### src/core/ppim_params.svh
// Behaviour
// - polarity 1 pulls down, 0 pulls up
// - active CAN ignores pull-down on receive pin
// - wired-or drives 0 low, leaves 1 undriven
// - open-drain select ignored on input pins
// - reserved register reads zero, ignores writes
// - gpio output drives stored data bit
// - data read: register if output, else pin
// - bit 7 is plain gpio with interrupt
// - pwm or shut-down overrides gpio on bit 5
// - bit 5 carries pwm output or shut-down input
// - enabled pwm channel overrides gpio, bits 4-0
// - pin interrupts work in input and output
// - direction 1 output, 0 input
// - polarity 1 rising edge, 0 falling edge
// - per-pin enable masks the pin interrupt
`ifndef PPIM_PARAMS_SVH
`define PPIM_PARAMS_SVH

// ----------------------------------------------------------------------
// register offsets
// ----------------------------------------------------------------------
`define PPIM_OFS_M_PULL_POL   4'h0
`define PPIM_OFS_M_OPEN_DRAIN 4'h1
`define PPIM_OFS_RSVD         4'h2
`define PPIM_OFS_P_DATA       4'h3
`define PPIM_OFS_P_DIR        4'h4
`define PPIM_OFS_P_EDGE_POL   4'h5
`define PPIM_OFS_P_IRQ_EN     4'h6
`define PPIM_OFS_P_IRQ_FLAG   4'h7

// ----------------------------------------------------------------------
// field layout
// ----------------------------------------------------------------------
`define PPIM_M_MASK           6'h3F
`define PPIM_P_MASK           8'hBF
`define PPIM_CAN_RX_BIT       0
`define PPIM_ESD_BIT          5

// ----------------------------------------------------------------------
// reset values
// ----------------------------------------------------------------------
`define PPIM_RST_M            6'h00
`define PPIM_RST_P            8'h00

`endif

### src/core/ppim_pkg.sv
package ppim_pkg;

   typedef logic [7:0] ppim_byte_t;
   typedef logic [3:0] ppim_addr_t;

   typedef struct packed {
      logic       wr;
      logic       rd;
      ppim_addr_t addr;
      ppim_byte_t wdata;
   } ppim_bus_s;

   typedef struct packed {
      logic [5:0] out;
      logic [5:0] oe;
      logic [5:0] pull_en;
      logic [5:0] pull_dn;
   } ppim_m_pad_s;

   typedef struct packed {
      ppim_byte_t out;
      ppim_byte_t oe;
      ppim_byte_t pull_en;
      ppim_byte_t pull_dn;
   } ppim_p_pad_s;

endpackage

### src/core/ppim_pin_irq.sv
`timescale 1ns/1ps
`include "ppim_params.svh"

module ppim_pin_irq (
   input  wire logic              clk,
   input  wire logic              rst_n,
   input  wire ppim_pkg::ppim_byte_t pin,
   input  wire ppim_pkg::ppim_byte_t rise_sel,
   input  wire ppim_pkg::ppim_byte_t clr,
   output      ppim_pkg::ppim_byte_t flag
);

   ppim_pkg::ppim_byte_t prev_q;
   ppim_pkg::ppim_byte_t flag_q;
   ppim_pkg::ppim_byte_t flag_d;

   // ----------------------------------------------------------------------
   // edge capture, set wins over clear
   // ----------------------------------------------------------------------
   genvar g;
   generate
      for (g = 0; g < 8; g++) begin : g_pin
         always_comb begin
            logic edge_hit;
            edge_hit = rise_sel[g] ? (pin[g] & ~prev_q[g])
                                   : (~pin[g] & prev_q[g]);
            flag_d[g] = edge_hit | (flag_q[g] & ~clr[g]);
         end
      end
   endgenerate

   always_ff @(posedge clk or negedge rst_n) begin
      if (!rst_n) begin
         prev_q <= `PPIM_RST_P;
         flag_q <= `PPIM_RST_P;
      end else begin
         prev_q <= pin & `PPIM_P_MASK;
         flag_q <= flag_d & `PPIM_P_MASK;
      end
   end

   assign flag = flag_q;

endmodule // ppim_pin_irq

### src/core/ppim_top.sv
// The register addresses and strobed register access were left to the implementer.
`timescale 1ns/1ps
`include "ppim_params.svh"

module ppim_top (
   input  wire logic                 clk,
   input  wire logic                 rst_n,
   input  wire ppim_pkg::ppim_bus_s  bus,
   output      ppim_pkg::ppim_byte_t rdata,
   input  wire logic [5:0]           m_dir,
   input  wire logic [5:0]           m_pull_en,
   input  wire logic [5:0]           m_data,
   input  wire logic                 can_active,
   output      ppim_pkg::ppim_m_pad_s m_pad,
   input  wire ppim_pkg::ppim_byte_t p_in,
   input  wire ppim_pkg::ppim_byte_t p_pull_en,
   input  wire logic [5:0]           pwm_en,
   input  wire logic [5:0]           pwm_out,
   input  wire logic                 pwm_esd_en,
   output      ppim_pkg::ppim_p_pad_s p_pad,
   output      logic                 pwm_esd_in,
   output      logic                 pin_irq
);

   // ----------------------------------------------------------------------
   // register state
   // ----------------------------------------------------------------------
   logic [5:0]            m_pol_q,  m_pol_d;
   logic [5:0]            m_od_q,   m_od_d;
   ppim_pkg::ppim_byte_t  p_data_q, p_data_d;
   ppim_pkg::ppim_byte_t  p_dir_q,  p_dir_d;
   ppim_pkg::ppim_byte_t  p_pol_q,  p_pol_d;
   ppim_pkg::ppim_byte_t  p_ie_q,   p_ie_d;
   ppim_pkg::ppim_byte_t  rdata_q,  rdata_d;
   ppim_pkg::ppim_byte_t  flag_clr;
   ppim_pkg::ppim_byte_t  p_flag;

   always_comb begin
      m_pol_d  = m_pol_q;
      m_od_d   = m_od_q;
      p_data_d = p_data_q;
      p_dir_d  = p_dir_q;
      p_pol_d  = p_pol_q;
      p_ie_d   = p_ie_q;
      flag_clr = `PPIM_RST_P;
      if (bus.wr) begin
         case (bus.addr)
            `PPIM_OFS_M_PULL_POL:   m_pol_d  = bus.wdata[5:0];
            `PPIM_OFS_M_OPEN_DRAIN: m_od_d   = bus.wdata[5:0];
            `PPIM_OFS_P_DATA:       p_data_d = bus.wdata & `PPIM_P_MASK;
            `PPIM_OFS_P_DIR:        p_dir_d  = bus.wdata & `PPIM_P_MASK;
            `PPIM_OFS_P_EDGE_POL:   p_pol_d  = bus.wdata & `PPIM_P_MASK;
            `PPIM_OFS_P_IRQ_EN:     p_ie_d   = bus.wdata & `PPIM_P_MASK;
            `PPIM_OFS_P_IRQ_FLAG:   flag_clr = bus.wdata & `PPIM_P_MASK;
            default: ;
         endcase
      end
   end

   // ----------------------------------------------------------------------
   // read path, data valid only the cycle after the strobe
   // ----------------------------------------------------------------------
   always_comb begin
      rdata_d = 8'h00;
      if (bus.rd) begin
         case (bus.addr)
            `PPIM_OFS_M_PULL_POL:   rdata_d = {2'h0, m_pol_q};
            `PPIM_OFS_M_OPEN_DRAIN: rdata_d = {2'h0, m_od_q};
            `PPIM_OFS_RSVD:         rdata_d = 8'h00;
            `PPIM_OFS_P_DATA:       rdata_d = ((p_data_q & p_dir_q)
                                             | (p_in & ~p_dir_q))
                                             & `PPIM_P_MASK;
            `PPIM_OFS_P_DIR:        rdata_d = p_dir_q;
            `PPIM_OFS_P_EDGE_POL:   rdata_d = p_pol_q;
            `PPIM_OFS_P_IRQ_EN:     rdata_d = p_ie_q;
            `PPIM_OFS_P_IRQ_FLAG:   rdata_d = p_flag;
            default:                rdata_d = 8'h00;
         endcase
      end
   end

   always_ff @(posedge clk or negedge rst_n) begin
      if (!rst_n) begin
         m_pol_q  <= `PPIM_RST_M;
         m_od_q   <= `PPIM_RST_M;
         p_data_q <= `PPIM_RST_P;
         p_dir_q  <= `PPIM_RST_P;
         p_pol_q  <= `PPIM_RST_P;
         p_ie_q   <= `PPIM_RST_P;
         rdata_q  <= `PPIM_RST_P;
      end else begin
         m_pol_q  <= m_pol_d;
         m_od_q   <= m_od_d;
         p_data_q <= p_data_d;
         p_dir_q  <= p_dir_d;
         p_pol_q  <= p_pol_d;
         p_ie_q   <= p_ie_d;
         rdata_q  <= rdata_d;
      end
   end

   assign rdata = rdata_q;

   // ----------------------------------------------------------------------
   // port m pads
   // ----------------------------------------------------------------------
   ppim_pkg::ppim_m_pad_s m_pad_q, m_pad_d;

   genvar gm;
   generate
      for (gm = 0; gm < 6; gm++) begin : g_m
         always_comb begin
            logic drv_low;
            drv_low = m_od_q[gm];
            // wired-or drives only a low level
            m_pad_d.out[gm]     = drv_low ? 1'b0 : m_data[gm];
            m_pad_d.oe[gm]      = m_dir[gm] & (~drv_low | ~m_data[gm]);
            m_pad_d.pull_en[gm] = m_pull_en[gm] & (~m_dir[gm] | drv_low);
            m_pad_d.pull_dn[gm] = m_pull_en[gm] & (~m_dir[gm] | drv_low)
                                & m_pol_q[gm];
            if (gm == `PPIM_CAN_RX_BIT && can_active) begin
               m_pad_d.pull_dn[gm] = 1'b0;
            end
         end
      end
   endgenerate

   // ----------------------------------------------------------------------
   // port p pads
   // ----------------------------------------------------------------------
   ppim_pkg::ppim_p_pad_s p_pad_q, p_pad_d;
   logic                  esd_in_q, esd_in_d;

   genvar gp;
   generate
      for (gp = 0; gp < 8; gp++) begin : g_p
         always_comb begin
            logic pwm_drive;
            logic pwm_input;
            pwm_drive = 1'b0;
            pwm_input = 1'b0;
            if (gp < 6) begin
               pwm_drive = pwm_en[gp % 6];
               if (gp == `PPIM_ESD_BIT) begin
                  pwm_input = pwm_esd_en;
                  pwm_drive = pwm_en[gp % 6] & ~pwm_esd_en;
               end
            end
            if (gp == 6) begin
               p_pad_d.out[gp] = 1'b0;
               p_pad_d.oe[gp]  = 1'b0;
            end else if (pwm_input) begin
               p_pad_d.out[gp] = 1'b0;
               p_pad_d.oe[gp]  = 1'b0;
            end else if (pwm_drive) begin
               p_pad_d.out[gp] = pwm_out[gp % 6];
               p_pad_d.oe[gp]  = 1'b1;
            end else begin
               p_pad_d.out[gp] = p_data_q[gp];
               p_pad_d.oe[gp]  = p_dir_q[gp];
            end
            p_pad_d.pull_en[gp] = (gp == 6) ? 1'b0
                                : (p_pull_en[gp] & ~p_pad_d.oe[gp]);
            p_pad_d.pull_dn[gp] = p_pad_d.pull_en[gp] & p_pol_q[gp];
         end
      end
   endgenerate

   assign esd_in_d = pwm_esd_en & p_in[`PPIM_ESD_BIT];

   // ----------------------------------------------------------------------
   // pin interrupts
   // ----------------------------------------------------------------------
   logic irq_q, irq_d;

   ppim_pin_irq u_pin_irq (
      .clk      (clk),
      .rst_n    (rst_n),
      .pin      (p_in & `PPIM_P_MASK),
      .rise_sel (p_pol_q),
      .clr      (flag_clr),
      .flag     (p_flag)
   );

   assign irq_d = |(p_flag & p_ie_q);

   always_ff @(posedge clk or negedge rst_n) begin
      if (!rst_n) begin
         m_pad_q  <= '0;
         p_pad_q  <= '0;
         esd_in_q <= 1'b0;
         irq_q    <= 1'b0;
      end else begin
         m_pad_q  <= m_pad_d;
         p_pad_q  <= p_pad_d;
         esd_in_q <= esd_in_d;
         irq_q    <= irq_d;
      end
   end

   assign m_pad      = m_pad_q;
   assign p_pad      = p_pad_q;
   assign pwm_esd_in = esd_in_q;
   assign pin_irq    = irq_q;
endmodule // ppim_top

### config.mk
export PLATFORM = sky130hd
export DESIGN_NAME = ppim_top
export DESIGN_NICKNAME = d
export VERILOG_FILES = /design/src/core/ppim_pkg.sv /design/src/core/ppim_pin_irq.sv /design/src/core/ppim_top.sv
export VERILOG_INCLUDE_DIRS = /design/src /design/src/core
export SDC_FILE = /design/constraint.sdc
export NUM_CORES = 1
export LEC_CHECK = 0
export BUFFER_PORTS_ARGS = -buffer_cell sky130_fd_sc_hd__buf_2
export CORE_MARGIN = 1
export CORE_UTILIZATION = 56
export DETAILED_ROUTE_END_ITERATION = 10
export MAX_ROUTING_LAYER = met4
export PLACE_DENSITY_LB_ADDON = 0.05
export SYNTH_ARGS = -nofsm -noshare
export SYNTH_HDL_FRONTEND = slang
export SYNTH_HIERARCHICAL = 1
export SYNTH_SLANG_ARGS = --single-unit
### constraint.sdc
create_clock -name clk -period 2.23 [get_ports clk]
set_input_delay 0.446 -clock clk [delete_from_list [all_inputs] [get_ports clk]]
set_output_delay 0.446 -clock clk [all_outputs]
set_load 0.02 [all_outputs]
==> impl_metrics.ini, run 1 <==
[run_status]
outcome = complete, but fails checks
violations = negative hold slack

[cts]
post_cts_resized = 0
hold_buffers = 0
cts_tree = done
insertion_delay_ns = 0.50
clock-sinks = 116
clk_root_buffer_cell = clkbuf_8
clk_path_buf_depth = 2
numCtsBuffers = 17
post_cts_buffers = 0
cts.reportedPaths.clkPinSlew_ns = 0.06
htree_levels = 4

[drt]
wl_mm = 10.25
drtIter0Drc = 303
firstDrtPassIters = 9
avgViaCountPerCell = 5.398
via_count = 3320
ant_nets = 0
drc_errors = 0
wl_per_cell_um = 16.66

[placement]
place_area_um2 = 5498
hpwl_mm = 6.699
io_buffers = 122
placed_cells = 583
place_congestion = 0.8463

[worst_setup_path]
arrival_ns = 1.05
critPathSlowestCell = dfrtp_1
crit_buf_inv = 1
crit_fanout = 1
crit_type = flip-flop to output port
crit_path_start_kind = flip-flop
crit_required_ns = 1.78
critPathTopFamily = flip-flops
max_stage_delay_ns = 0.38
worstPathCellList = buf_2
end_kind = output port

[grt]
grt_use_met3_pct = 6.715
grt.busiest_layer = met2
grt_pass1_wl_mm = 16.28
grt.met1_usage_pct = 34.74
grt_max_degree = 117
grt_pass1_vias = 3208
antenna_found_initial = 0
grt.total_usage_pct = 26.25
use_met2_pct = 39.84
grt.overflow.total = 0

[timing]
fin_tns_setup_ns = 0
hold_viol_final = 1
slew_violations = 0
fin_crit_ns = 1.492
maxSlewHeadroom_pct = 59.81
clock_skew_ns = 0.007485
fmax_mhz = 670.0
tightest_slew_ns = 0.6029
min_period_over_period_pct = 66.93
finalSetupViolCount = 0
whs_ns = -0.001347
rsz0062_at_grt = false

[die]
placementRows = 33
die_x_um = 93.70
core_area_um2 = 8175
chipHeight_um = 93.70
die-area_um2 = 8779
ios = 130
start_util_pct = 57.59

[synth]
synthAdderAreaFrac_pct = 0
yosys-top-cells-area = dfrtp_1, mux2_2, and2_1, mux2_4, a21boi_0
synth_top_family_by_area = multiplexers
synth_flop_cell = dfrtp_1
yosysTopAreaCellShare_pct = 61.65
synth_common_cells = dfrtp_1, mux2_2, and2_1
synth_cell_types = 43
postSynthAreaPerCell_um2 = 13.41
synth_mux_area_share_pct = 14.78
syn_area_um2 = 4708
synth_top_area_cell = dfrtp_1
synth_compound_area_share_pct = 7.547
yosys.area_share.simple_pct = 12.33
post-synth-top-count-cell = dfrtp_1
netlist_instances = 351
synth-xor-area-share_pct = 0
synth-edff-count = 0
synth_warnings = 6
yosysSeqAreaShare_pct = 61.65
ys_seq_elements = 116
async_reset_ff_share_pct = 100.0

[pwr]
peakVddDrop_mv = 0.7492
powerDensity_nw_per_um2 = 1010
leakagePower_nw = 3.067

[finish]
syn_to_final_growth_pct = 29.10
regArea_um2 = 2903
design_area_um2 = 6078
final_net_count = 561
drive_above_1_share_pct = 46.86
fill_cells = 569
multiInputGateArea_um2 = 1650
antenna_cells = 0
stdcell_count = 615

[job]
maxCapViolCount = 0

[hold_path]
hold_class = input pin to asynchronous set/reset pin
==> where the power goes <==
| group | total [mW] | switching (mW) | internal, mW |
|---|---|---|---|
| registers | 2.62 | 0.215 | 2.40 |
| logic | 0.890 | 0.458 | 0.432 |
| clock network | 2.63 | 0.939 | 1.69 |
| total | 6.14 | 1.61 | 4.53 |
==> stage by stage <==
step           util, %  power [mW]  worst slack (ns)
2_1_floorplan        -       3.177            0.5637
3_3_place_gp     67.25       3.501            0.4164
3_5_place_dp     67.25       3.535            0.4053
4_1_cts          74.35       6.177            0.7194
5_1_grt          74.35       6.389            0.6956
6_report         74.35       6.138            0.7376
==> cell families (layout without fill, tap and decap cells) <==
kind of cell    after synthesis  in the layout
flops                       116            116
simple gates                 95             95
mux                          59             59
compound gates               46             46
buf+inv                      33            189
other cells                   2              5
==> path summary, 6_finish.rpt <==
| kind | depth (start not counted) | to | startpoint | slack [ns] |
|---|---|---|---|---|
| setup / recovery | 1 | rdata[7] | rdata[7] | 0.74 |
| hold / removal | 2 | p_pad[20] | rst_n | -0.001 |
| setup reg to reg | 4 | rdata[7] | p_pol_q[7] | 0.90 |
| hold reg to reg | 0 | p_pad[31] | p_data_q[7] | 0.41 |
| max in group asynchronous | 2 | m_pol_q[3] | rst_n | 1.76 |
| min in group clk | 1 | u_pin_irq/prev_q[0] | p_in[0] | 0.08 |
==> state kept, by name, indices dropped and copies added, names as in the netlist <==
register	count
m_od_q	6
m_pad	24
m_pol_q	6
p_data_q	7
p_dir_q	7
p_ie_q	7
p_pad	28
p_pol_q	7
pin_irq	1
pwm_esd_in	1
rdata	8
u_pin_irq/flag	7
u_pin_irq/prev_q	7
==> layer usage <==
metal / vias up / wire length, um
met3: 7 / 640
met5: - / 0
li1: 1525 / -
met4: 0 / 85
met1: 1653 / 4481
met2: 135 / 5038
==> cell type report <==
type	instances	area share [%]
Sequential cell	116	47.76
Multi-Input combinational cell	205	27.15
Timing Repair Buffer	137	12.14
Clock buffer	18	6.875
Clock inverter	14	2.676
Tap cell	105	2.161
Inverter	20	1.235
==> cell usage in the layout, fill, tap and decap left out, drive strengths merged, types with 5 or more instances in the layout <==
master and n:
a21boi 12, conb 5, buf 137, mux2i 5, or2 7, nor2 14, a222oi 5, or3b 6
inv 20, a21oi 5, o221ai 7, and2 21, nor2b 8, nand3 8, clkbuf 18, nand2 17
dfrtp 116, mux2 53, clkinv 7
(Power assumes the default switching activity.)
==> inputs of run 2 (changes only) <==
- ABC_AREA: not set -> 1
- CORE_UTILIZATION: 56 -> 47
- clock period: 2.23 -> 1.37 ns (I/O delays scaled with it)
==> impl_metrics.ini, run 2 <==
[run_status]
outcome = finished clean

[worst_setup_path]
worstPathCellList = buf_2
crit_path_start_kind = flip-flop
crit_required_ns = 1.10
crit_buf_inv = 1
crit_fanout = 1
arrival_ns = 1.03
max_stage_delay_ns = 0.37
critPathTopFamily = flip-flops
critPathSlowestCell = dfrtp_1
end_kind = output port
crit_type = flip-flop to output port

[synth]
postSynthAreaPerCell_um2 = 9.250
netlist_instances = 529
synth_common_cells = dfrtp_1, nand2_1, inv_1
yosysTopAreaCellShare_pct = 59.32
synth_cell_types = 24
synth-edff-count = 0
async_reset_ff_share_pct = 100.0
ys_seq_elements = 116
synth_top_area_cell = dfrtp_1
post-synth-top-count-cell = dfrtp_1
yosys-top-cells-area = dfrtp_1, nand2_1, inv_1, nand3_1, nor2_1
synth_flop_cell = dfrtp_1
syn_area_um2 = 4893
yosysSeqAreaShare_pct = 59.32
synth_warnings = 6

[job]
maxCapViolCount = 0

[placement]
io_buffers = 122
place_congestion = 0.8760
place_area_um2 = 5791
placed_cells = 796
hpwl_mm = 7.810

[drt]
ant_nets = 0
wl_mm = 11.52
drc_errors = 0
firstDrtPassIters = 4
wl_per_cell_um = 13.29
avgViaCountPerCell = 4.725
via_count = 4097
drtIter0Drc = 147

[cts]
clk_root_buffer_cell = clkbuf_8
post_cts_buffers = 0
numCtsBuffers = 17
post_cts_resized = 0
clock-sinks = 116
cts_tree = done
clk_path_buf_depth = 2
cts.reportedPaths.clkPinSlew_ns = 0.06
insertion_delay_ns = 0.51
htree_levels = 4
hold_buffers = 39

[timing]
clock_skew_ns = 0.009237
rsz0062_at_grt = false
fin_crit_ns = 1.305
slew_violations = 0
min_period_over_period_pct = 95.24
finalSetupViolCount = 0
hold_viol_final = 0
fmax_mhz = 766.4

[die]
die-area_um2 = 10820
start_util_pct = 49.38
core_area_um2 = 9910
die_x_um = 104.0
placementRows = 36
ios = 130
chipHeight_um = 104.0

[grt]
grt_max_degree = 39
grt.overflow.total = 0
grt.total_usage_pct = 23.90
grt_pass1_vias = 4163
grt_pass1_wl_mm = 19.64
antenna_found_initial = 0

[pwr]
leakagePower_nw = 3.650
powerDensity_nw_per_um2 = 1515
peakVddDrop_mv = 0.8374

[finish]
antenna_cells = 0
design_area_um2 = 6793
drive_above_1_share_pct = 29.16
largest_register_ffs = 28
final_common_cell = buf_2
final_net_count = 785
stdcell_count = 867
fill_cells = 804
syn_to_final_growth_pct = 38.81
layout_common_cells = buf_2, dfrtp_1, nand2_1

[hold_path]
hold_class = input pin to flip-flop
-- run 2: cell types whose count changed after synthesis, sizes merged, moves of 6 or more --
cell,before,now
nor3b,0,7
o21ai,3,42
o221ai,7,0
and2,21,0
or3b,6,0
a21boi,12,0
nor2b,8,0
nand2,17,107
nor2,14,62
inv,20,87
nand3,8,60
mux2,53,5
a21oi,5,12
-- run 2: power breakdown --
part | internal (mW) | total, mW | switching (mW)
combinational | 0.644 | 1.58 | 0.934
clock | 2.89 | 4.49 | 1.60
sequential | 3.90 | 4.22 | 0.326
-- run 2: cell families after synthesis --
logic type | count (synthesis) | share of synthesized area, %
flip-flops | 116 | 59.32
AO/OA/AOI/OAI | 55 | 6.776
multiplexers | 6 | 1.355
buffers and inverters | 102 | 9.256
AND/OR/NAND/NOR | 248 | 23.14
other | 2 | 0.1535
-- run 2: final cells by class --
type	instances	area, um2	share of cell area (%)
tap	133	166.4	2.450
clock inverter	13	170.2	2.505
inverter	87	326.6	4.808
sequential	116	2903	42.73
clock buffer	19	441.7	6.502
multi-input combinational	314	1551	22.84
timing repair buffer	185	1234	18.16
-- run 2: final timing paths --
kind,start,to,slack (ns),cells after the start
worst max-delay path,rdata[4],rdata[4],0.07,1
worst min register to register,p_data_q[7],p_pad[31],0.41,0
max in group asynchronous,rst_n,rdata[4],0.65,3
worst min-delay path,p_pull_en[3],p_pad[11],0.009,3
worst max register to register,m_od_q[5],m_pad[17],0.15,2
min in group asynchronous,rst_n,p_pad[8],0.20,2
-- run 2: stage by stage --
step / setup TNS, ns / utilization [%] / hold slack (ns) / setup WS (ns) / total power [mW]
2_1_floorplan: 0 / - / -0.02159 / 0.1969 / 5.117
3_3_place_gp: -0.08341 / 58.43 / 0.1825 / -0.01887 / 5.711
3_5_place_dp: -0.3332 / 58.43 / 0.1904 / -0.08243 / 5.756
4_1_cts: 0 / 68.55 / 0.0008905 / 0.04538 / 10.37
5_1_grt: 0 / 68.55 / 0.007356 / 0.03279 / 10.78
6_report: 0 / 68.55 / 0.009214 / 0.06520 / 10.29
-- run 2: routing by layer --
layer	wire length (um)	up-vias	share of wire [%]	GRT usage (%)
met5	0	-	0	-
met1	4875	1945	42	28.12
met4	210	0	1.8	9.694
met2	6010	108	52	40.62
met3	424	19	3.7	4.323
li1	-	2025	-	-
